--- config.mk ---
export PLATFORM = sky130hd
export DESIGN_NAME = local_loopback_control
export DESIGN_NICKNAME = d
export VERILOG_FILES = /design/src/verilog/loopback_pkg.sv /design/src/verilog/local_loopback_control.sv /design/src/verilog/symbol_fifo.sv
export SDC_FILE = /design/constraint.sdc
export NUM_CORES = 1
export LEC_CHECK = 0
export BUFFER_PORTS_ARGS = -buffer_cell sky130_fd_sc_hd__clkbuf_2
export CORE_MARGIN = 1
export CORE_UTILIZATION = 67
export CTS_CLUSTER_DIAMETER = 40
export DETAILED_ROUTE_END_ITERATION = 12
export HOLD_SLACK_MARGIN = 0.12
export PLACE_DENSITY = 0.93
export SKIP_CTS_REPAIR_TIMING = 1
export SYNTH_ARGS = -nofsm -noshare
export SYNTH_HDL_FRONTEND = slang
export SYNTH_HIERARCHICAL = 1
export SYNTH_SLANG_ARGS = --single-unit
export TNS_END_PERCENT = 30
--- constraint.sdc ---
create_clock -name mclk -period 17.35 [get_ports mclk]
set_input_delay 1.735 -clock mclk [delete_from_list [all_inputs] [get_ports mclk]]
set_output_delay 1.735 -clock mclk [all_outputs]
set_load 0.05 [all_outputs]
--- src/verilog/loopback_pkg.sv ---
// shared constants and carriers for the local return-path control block
package loopback_pkg;
   // register offsets in the 9-bit parallel port address space
   localparam logic [8:0] JAT_CFG_ADDR = 9'h002;
   localparam logic [8:0] RETURN_CFG_ADDR = 9'h014;
   localparam logic [8:0] CLK_SEL_ADDR = 9'h01a;
   localparam logic [8:0] LIU_CFG_ADDR = 9'h020;
   localparam logic [8:0] SBC_BASE_ADDR = 9'h0e0;
   localparam logic [8:0] SBC_LAST_ADDR = 9'h0ff;
   localparam int NUM_CHANNELS = 32;
   // return_path_config fields
   localparam int ANALOG_BIT = 0;
   localparam int FRAMER_BIT = 1;
   localparam int REMOTE_BIT = 2;
   // jitter_attenuator_config fields
   localparam int JAT_EN_BIT = 0;
   localparam int JAT_TX_DIR_BIT = 1;
   localparam int FREE_RUN_BIT = 2;
   // line_interface_config fields
   localparam int LIU_BUSY_BIT = 0;
   localparam int LIU_RESET_BIT = 7;
   // sysbus_channel_control fields
   localparam int PCM_RET_BIT = 0;
   localparam int SIG_RET_BIT = 1;
   // clock_input_select low field: transmit clock source
   localparam logic [1:0] TXCLK_PIN = 2'h0;
   localparam logic [1:0] TXCLK_RECOVERED = 2'h1;
   localparam logic [1:0] TXCLK_ADAPTER = 2'h2;
   // reset values
   localparam logic [7:0] JAT_CFG_RST = 8'h00;
   localparam logic [7:0] CLK_SEL_RST = 8'h00;
   localparam logic [7:0] LIU_CFG_RST = 8'h00;
   localparam logic [7:0] SBC_RST = 8'h00;
   localparam logic [7:0] UNMAPPED_READ = 8'h00;
   // line-interface reset duration
   localparam int CLK_MHZ = 125;
   localparam int LIU_RESET_NS = 1000;
   localparam int LIU_RESET_CYCLES = (LIU_RESET_NS * CLK_MHZ + 999) / 1000;
   localparam int TX_FIFO_DEPTH = 8;
   // bipolar line symbol
   typedef struct packed {
      logic pos;
      logic neg;
   } bipolar_s;
   // one system-bus bit time
   typedef struct packed {
      logic pcm;
      logic sig;
   } sysbus_bit_s;
endpackage : loopback_pkg

--- src/verilog/local_loopback_control.sv ---
// local analog, framer and per-channel return paths with their registers
`timescale 1ns/100ps
module local_loopback_control #(
   parameter int FIFO_DEPTH = loopback_pkg::TX_FIFO_DEPTH,
   parameter int LIU_RESET_LEN = loopback_pkg::LIU_RESET_CYCLES
) (
   input wire logic mclk, // 125 MHz block clock
   input wire logic rst, // async reset, high
   input wire logic ce, // clock enable
   input wire logic [8:0] reg_addr, // register address
   input wire logic [7:0] reg_wdata, // write data
   input wire logic reg_wr, // write strobe
   input wire logic reg_rd, // read strobe
   output logic [7:0] reg_rdata, // read data, held
   input wire logic line_tick, // line bit-time strobe
   input wire logic enc_valid, // encoder symbol valid
   output logic enc_ready, // encoder may advance
   input wire loopback_pkg::bipolar_s enc_sym, // encoder symbol
   input wire loopback_pkg::bipolar_s rx_line_pair, // receive pins, async
   output loopback_pkg::bipolar_s tx_line_pair, // transmit pins
   output loopback_pkg::bipolar_s dec_sym, // decoder input symbol
   output logic rx_jat_bypass, // receive attenuator skipped
   output logic [1:0] tx_clock_select, // transmit clock source
   output logic tx_clock_hazard, // recovered clock used while looped
   output logic line_interface_reset, // receive interface in reset
   input wire logic sb_tick, // system-bus bit strobe
   input wire logic [4:0] sb_channel, // current time slot
   input wire loopback_pkg::sysbus_bit_s tx_system_bus, // transmit bus input
   input wire loopback_pkg::sysbus_bit_s rx_framer_bus, // receive framer output
   output loopback_pkg::sysbus_bit_s rx_system_bus // receive bus output
);
   logic [7:0] return_cfg_r;
   logic [7:0] jat_cfg_r;
   logic [7:0] clk_sel_r;
   logic [7:0] sbc_r [loopback_pkg::NUM_CHANNELS];
   logic [$clog2(LIU_RESET_LEN+1)-1:0] liu_cnt_r;
   loopback_pkg::bipolar_s rx_meta_r;
   loopback_pkg::bipolar_s rx_sync_r;
   loopback_pkg::bipolar_s liu_sym_r;
   loopback_pkg::bipolar_s front_end_in;
   loopback_pkg::bipolar_s tx_sym;
   loopback_pkg::bipolar_s fifo_out;
   logic tx_sym_valid;
   logic analog_return_en;
   logic framer_return_en;
   logic remote_line_return_en;
   logic tx_jitter_attenuator;
   logic fifo_in_ready;
   logic fifo_out_valid;
   logic wr_any;

   // shared address decode for the per-channel block
   function automatic logic is_sbc(input logic [8:0] a);
      return (a >= loopback_pkg::SBC_BASE_ADDR) && (a <= loopback_pkg::SBC_LAST_ADDR);
   endfunction : is_sbc

   assign wr_any = ce && reg_wr;

   // return path config has no reset term, so a loop can survive reset
   always_ff @(posedge mclk) begin
      if (wr_any && reg_addr == loopback_pkg::RETURN_CFG_ADDR) begin
         return_cfg_r <= reg_wdata;
      end
   end

   assign analog_return_en = return_cfg_r[loopback_pkg::ANALOG_BIT];
   assign framer_return_en = return_cfg_r[loopback_pkg::FRAMER_BIT];
   assign remote_line_return_en = return_cfg_r[loopback_pkg::REMOTE_BIT];

   // attenuator and clock select registers
   always_ff @(posedge mclk or posedge rst) begin
      if (rst) begin
         jat_cfg_r <= loopback_pkg::JAT_CFG_RST;
         clk_sel_r <= loopback_pkg::CLK_SEL_RST;
      end else if (wr_any) begin
         if (reg_addr == loopback_pkg::JAT_CFG_ADDR) begin
            jat_cfg_r <= reg_wdata;
         end
         if (reg_addr == loopback_pkg::CLK_SEL_ADDR) begin
            clk_sel_r <= reg_wdata;
         end
      end
   end

   // per-channel control registers, one per time slot
   for (genvar ch = 0; ch < loopback_pkg::NUM_CHANNELS; ch++) begin : g_sbc
      always_ff @(posedge mclk or posedge rst) begin
         if (rst) begin
            sbc_r[ch] <= loopback_pkg::SBC_RST;
         end else if (wr_any && is_sbc(reg_addr) && reg_addr[4:0] == 5'(ch)) begin
            sbc_r[ch] <= reg_wdata;
         end
      end
   end

   // interface reset: writing the reset bit starts a fixed-length hold
   always_ff @(posedge mclk or posedge rst) begin
      if (rst) begin
         liu_cnt_r <= '0;
      end else if (ce) begin
         if (wr_any && reg_addr == loopback_pkg::LIU_CFG_ADDR
             && reg_wdata[loopback_pkg::LIU_RESET_BIT]) begin
            liu_cnt_r <= ($bits(liu_cnt_r))'(LIU_RESET_LEN);
         end else if (liu_cnt_r != '0) begin
            liu_cnt_r <= liu_cnt_r - 1'b1;
         end
      end
   end
   assign line_interface_reset = (liu_cnt_r != '0);

   // register reads; unmapped addresses return zero
   always_ff @(posedge mclk or posedge rst) begin
      if (rst) begin
         reg_rdata <= loopback_pkg::UNMAPPED_READ;
      end else if (ce && reg_rd) begin
         if (is_sbc(reg_addr)) begin
            reg_rdata <= sbc_r[reg_addr[4:0]];
         end else begin
            case (reg_addr)
               loopback_pkg::JAT_CFG_ADDR: reg_rdata <= jat_cfg_r;
               loopback_pkg::RETURN_CFG_ADDR: reg_rdata <= return_cfg_r;
               loopback_pkg::CLK_SEL_ADDR: reg_rdata <= clk_sel_r;
               loopback_pkg::LIU_CFG_ADDR: begin
                  reg_rdata <= 8'(line_interface_reset) << loopback_pkg::LIU_BUSY_BIT;
               end
               default: reg_rdata <= loopback_pkg::UNMAPPED_READ;
            endcase
         end
      end
   end

   // clock source guard: software must steer away from the recovered clock
   assign tx_clock_select = clk_sel_r[1:0];
   assign tx_clock_hazard = (analog_return_en || framer_return_en)
      && (clk_sel_r[1:0] == loopback_pkg::TXCLK_RECOVERED)
      && !(tx_jitter_attenuator && jat_cfg_r[loopback_pkg::FREE_RUN_BIT]);

   // transmit attenuator buffer sits before both line output and framer return
   assign tx_jitter_attenuator = jat_cfg_r[loopback_pkg::JAT_EN_BIT]
      && jat_cfg_r[loopback_pkg::JAT_TX_DIR_BIT];

   symbol_fifo #(
      .WIDTH($bits(loopback_pkg::bipolar_s)),
      .DEPTH(FIFO_DEPTH)
   ) u_tx_jat (
      .mclk(mclk),
      .rst(rst),
      .ce(ce),
      .flush(!tx_jitter_attenuator),
      .in_valid(enc_valid && tx_jitter_attenuator),
      .in_ready(fifo_in_ready),
      .in_data(enc_sym),
      .out_valid(fifo_out_valid),
      .out_ready(line_tick && tx_jitter_attenuator),
      .out_data(fifo_out)
   );

   // without the buffer the encoder is paced straight by the line tick
   assign enc_ready = tx_jitter_attenuator ? fifo_in_ready : line_tick;
   assign tx_sym = tx_jitter_attenuator ? fifo_out : enc_sym;
   assign tx_sym_valid = tx_jitter_attenuator ? fifo_out_valid : enc_valid;

   // receive pins cross in through two flops
   always_ff @(posedge mclk or posedge rst) begin
      if (rst) begin
         rx_meta_r <= '0;
         rx_sync_r <= '0;
      end else if (ce) begin
         rx_meta_r <= rx_line_pair;
         rx_sync_r <= rx_meta_r;
      end
   end

   // analog return swaps the pins for our own transmit symbols
   assign front_end_in = analog_return_en ? tx_line_pair : rx_sync_r;

   // receive front end symbol, cleared while the interface is in reset
   always_ff @(posedge mclk or posedge rst) begin
      if (rst) begin
         liu_sym_r <= '0;
      end else if (ce) begin
         if (line_interface_reset) begin
            liu_sym_r <= '0;
         end else if (line_tick) begin
            liu_sym_r <= front_end_in;
         end
      end
   end

   // transmit line output; framer return leaves it untouched
   always_ff @(posedge mclk or posedge rst) begin
      if (rst) begin
         tx_line_pair <= '0;
      end else if (ce && line_tick) begin
         if (remote_line_return_en) begin
            tx_line_pair <= liu_sym_r;
         end else begin
            tx_line_pair <= tx_sym_valid ? tx_sym : '0;
         end
      end
   end

   // decoder input: returned encoder data or recovered line data
   always_ff @(posedge mclk or posedge rst) begin
      if (rst) begin
         dec_sym <= '0;
      end else if (ce && line_tick) begin
         if (framer_return_en) begin
            dec_sym <= tx_sym_valid ? tx_sym : '0;
         end else begin
            dec_sym <= liu_sym_r;
         end
      end
   end
   assign rx_jat_bypass = framer_return_en;

   // per-channel return on the system bus, one bit time per tick
   always_ff @(posedge mclk or posedge rst) begin
      if (rst) begin
         rx_system_bus <= '0;
      end else if (ce && sb_tick) begin
         rx_system_bus.pcm <= sbc_r[sb_channel][loopback_pkg::PCM_RET_BIT]
            ? tx_system_bus.pcm : rx_framer_bus.pcm;
         rx_system_bus.sig <= sbc_r[sb_channel][loopback_pkg::SIG_RET_BIT]
            ? tx_system_bus.sig : rx_framer_bus.sig;
      end
   end
endmodule : local_loopback_control

--- src/verilog/symbol_fifo.sv ---
// small elastic store used as the transmit jitter attenuator buffer
`timescale 1ns/100ps
module symbol_fifo #(
   parameter int WIDTH = 2,
   parameter int DEPTH = 8
) (
   input wire logic mclk, // block clock
   input wire logic rst, // async reset, high
   input wire logic ce, // clock enable
   input wire logic flush, // empty the store
   input wire logic in_valid, // write request
   output logic in_ready, // room available
   input wire logic [WIDTH-1:0] in_data, // write word
   output logic out_valid, // word available
   input wire logic out_ready, // read request
   output logic [WIDTH-1:0] out_data // head word
);
   localparam int AW = $clog2(DEPTH);
   logic [WIDTH-1:0] mem_r [DEPTH];
   logic [AW-1:0] wr_ptr_r;
   logic [AW-1:0] rd_ptr_r;
   logic [AW:0] count_r;
   logic push;
   logic pop;

   // honest full and empty from the occupancy count
   assign in_ready = (count_r != DEPTH[AW:0]);
   assign out_valid = (count_r != '0);
   assign out_data = mem_r[rd_ptr_r];
   assign push = in_valid && in_ready;
   assign pop = out_valid && out_ready;

   // storage, no reset needed on data
   always_ff @(posedge mclk) begin
      if (ce && push) begin
         mem_r[wr_ptr_r] <= in_data;
      end
   end

   // pointers and count
   always_ff @(posedge mclk or posedge rst) begin
      if (rst) begin
         wr_ptr_r <= '0;
         rd_ptr_r <= '0;
         count_r <= '0;
      end else if (ce) begin
         if (flush) begin
            wr_ptr_r <= '0;
            rd_ptr_r <= '0;
            count_r <= '0;
         end else begin
            if (push) begin
               wr_ptr_r <= (wr_ptr_r == AW'(DEPTH - 1)) ? '0 : wr_ptr_r + 1'b1;
            end
            if (pop) begin
               rd_ptr_r <= (rd_ptr_r == AW'(DEPTH - 1)) ? '0 : rd_ptr_r + 1'b1;
            end
            count_r <= count_r + (AW+1)'(push) - (AW+1)'(pop);
         end
      end
   end
endmodule : symbol_fifo
==> metrics.md <==
| Metric | Value |
|---|---|
| DR vias/cell | `6.94` |
| Rows | `56` |
| Startpoint Class | `flop` |
| Max Cap Violations | `0` |
| CP max-delay cell | `nor3b_1` |
| Worst-path cell chain | `inv_1 -> ha_1 -> nor3b_1 -> inv_1 -> mux2_2 -> clkbuf_2` |
| Skew-Pair Late Insertion Delay | `0.54 ns` |
| Die height | `157 um` |
| Synth top area cells | `dfrtp_1 (48%), mux2_2 (20%), mux4_2 (12%)` |
| CORE AREA | `0.0235 mm^2` |
| Die W | `157 um` |
| Outcome | `complete, no violations` |
| TritonRoute pass-1 iters | `5` |
| Main synth FF type | `dfrtp_1` |
| Post-synthesis register bit count | `333` |
| Top cell by count, worst path | `inv_1` |
| ANT cells | `0` |
| Synth-to-Final Area Change | `10.9%` |
| Share of layout cells above drive strength 1 | `45.7%` |
| First-pass GRT wire length | `61,500 um` |
| Fin nets | `1,145` |
| Post-synthesis sequential area ratio | `52.7%` |
| Synth Net Count | `1,105` |
| Area leader, netlist | `dfrtp_1` |
| Final WS setup | `13.21 ns` |
| CTS sink cnt | `333` |
| CP Data Arrival Time | `2.41 ns` |
| GRT Resource Usage Total | `33.9%` |
| Final hold violations | `0` |
| RSZ-0062 raised after global routing | `no` |
| CTS Root Cell | `clkbuf_16` |
| Die area | `0.0246 mm^2` |
| Maximum VDD drop | `69.8 uV` |
| PwrDens | `102 mW/mm^2` |
| FFs w/ async S/R, synth | `92.8%` |
| Number of synthesized flops with an enable pin | `24` |
| Post-route cell area | `0.0178 mm^2` |
| DRT Wirelength | `39,000 um` |
| Initial Util | `68.3%` |
| Post-Syn Area | `0.0160 mm^2` |
| Clk buf depth | `3` |
| Relative slew slack | `32.0%` |
| Largest net degree at the start of global routing | `149` |
| DRT antenna net count | `0` |
| Aggregate global routing overflow | `0` |
| Lkg Pwr | `0.00845 uW` |
| Critical path depth | `6` |
| DR DRC count | `0` |
| Fmax | `0.241 GHz` |
| Distinct cell type count after synthesis | `66` |
| DPL Wire Length | `24,000 um` |
| Number of global-route vias before repair | `10,600` |
| Yosys synthesis warning count | `6` |
| Clock slew at the register clock pins of the worst setup and hold paths | `0.06 ns` |
| Final RePlAce weighted congestion | `0.843` |
| Setup TNS | `0 ns` |
| Setup CP Type | `flop to output pin` |
| Final worst path period share | `23.9%` |
| Minimum clock period | `4.14 ns` |
| Total CTS buffers | `41` |
| Initial DRC count | `1,112` |
| H-tree depth | `2` |
| Yosys top cell area share | `48.2%` |
| Fillcell total | `1,242` |
| Placed cell area | `0.0164 mm^2` |
| Top delay family on crit path | `buffers and inverters` |
| Crit-path max cell delay | `0.47 ns` |
| Syn Inst Count | `1,055` |
| CTS tree | `yes` |
| Per-cell routed wire length | `27.0 um` |
| I/O pin cnt | `58` |
| CP Data Required Time | `15.61 ns` |
| DR vias | `10,000` |
| I/O Buffers | `57` |
| Syn Area/Cell | `15.2 um^2` |
| Crit-path max FO | `5` |
| DP Worst Slack | `12.69 ns` |
| Worst Tran Pin Value | `1.02 ns` |
| Number of endpoints failing setup at the final stage | `0` |
| Worst r2r path cells | `10` |
| Initial antenna violation count | `1` |
| Fin Clk Skew | `0.0165 ns` |
| Hold crit path type | `flop to flop` |
| Worst path bufs/invs | `3` |
| Final Max Tran Viols | `0` |
| Cells on Worst Hold Path | `2` |
| Final core occ | `75.8%` |
| Crit. End Element | `output pin` |
## cell type report
type,count,area (um^2),area share [%]
repair buffers,62,328,1.84
clock inverters,24,254,1.43
clock buffers,52,1120,6.29
multi-input cells,639,7160,40.3
well taps,319,399,2.24
inverters,18,75.1,0.422
flip-flops and latches,333,8450,47.5
## power by group
part	internal [uW]	switching, uW
Sequential	807	18.1
Combinational	44.8	83.9
Clock	512	352
Total	1360	454
## cell usage in the layout (no fill, tap or decap), types with 4 or more instances in the layout
master	count
dfrtp_1	309
mux2_2	279
mux4_2	83
clkbuf_2	55
nand2_1	54
clkbuf_16	43
nor2_1	28
edfxtp_1	24
mux4_1	18
inv_1	17
mux2i_1	15
nor2_2	14
o21ai_0	13
ha_1	11
and3_1	9
a31oi_1	9
nand3_1	8
clkbuf_1	8
nand2b_1	7
nor2b_1	7
buf_4	7
a21oi_1	6
clkinv_2	5
clkinv_4	5
and2_1	4
or3_1	4
nor3_1	4
a22oi_1	4
a211o_1	4
inv_8	4
xnor2_1	4
inv_6	4
## path summary, 6_finish.rpt
kind | start | endpoint | slack (ns)
worst max-delay path | u_tx_jat/count_r[2] | enc_ready | 13.21
worst min-delay path | dec_sym[1] | dec_sym[1] | 0.48
worst max register to register | u_tx_jat/count_r[2] | u_tx_jat/count_r[2] | 14.61
worst min register to register | dec_sym[1] | dec_sym[1] | 0.48
max in group asynchronous | rst | sbc_r[22] | 14.24
min in group asynchronous | rst | u_tx_jat/count_r[2] | 1.25
## kinds of logic after synthesis
group	count (synthesis)	synth area share, %
simple gates	160	5.34
buf+inv	83	2.63
xor+xnor	7	0.382
fa+ha+maj	12	0.983
mux	395	35.1
flops	333	52.7
compound gates	65	2.83
## synthesized netlist by cell type, types with 4 or more instances
cell,count
ha_1,11
a22oi_1,4
nor3_1,4
mux2_2,279
nand2_1,54
xnor2_1,4
mux4_2,83
and3_1,9
a21oi_1,6
and2_1,4
dfrtp_1,309
edfxtp_1,24
nand2b_1,7
buf_4,8
mux2i_1,15
clkbuf_1,36
nor2b_1,7
inv_1,18
nor2_2,14
o21ai_0,13
buf_6,5
mux4_1,18
or3_1,4
nand3_1,8
buf_2,11
a31oi_1,9
a211o_1,4
nor2_1,28
## tightest hold or removal path: cells and delay by family (launching register included)
kind / cells / cell delay (ns)
compound gates: 1 / 0.06
simple gates: 1 / 0.05
flops: 1 / 0.34
## metal layers
metal,track usage [%],share of wire (%)
met3,6.48,7.8
met2,54.9,49
met4,16.8,4.4
met5,0,0
met1,44.2,39
## state kept, by name, indices dropped and copies added (netlist names), 3 cells and up
register           cells
u_tx_jat/count_r       4
reg_rdata              8
clk_sel_r              8
sbc_r                256
u_tx_jat/rd_ptr_r      3
u_tx_jat/mem_r        16
return_cfg_r           8
jat_cfg_r              8
liu_cnt_r              7
u_tx_jat/wr_ptr_r      3
## through the flow
stage / hold slack (ns) / cells / power (uW)
finish: 0.484 / 1447 / 1820
global route: 0.519 / 1447 / 1870
CTS: 0.489 / 1447 / 1820
detailed placement: 0.475 / 1371 / 966
global placement: 0.468 / 1371 / 960
floorplan: 0.466 / 1055 / 931
No activity file was read; power rests on OpenSTA's default activity.
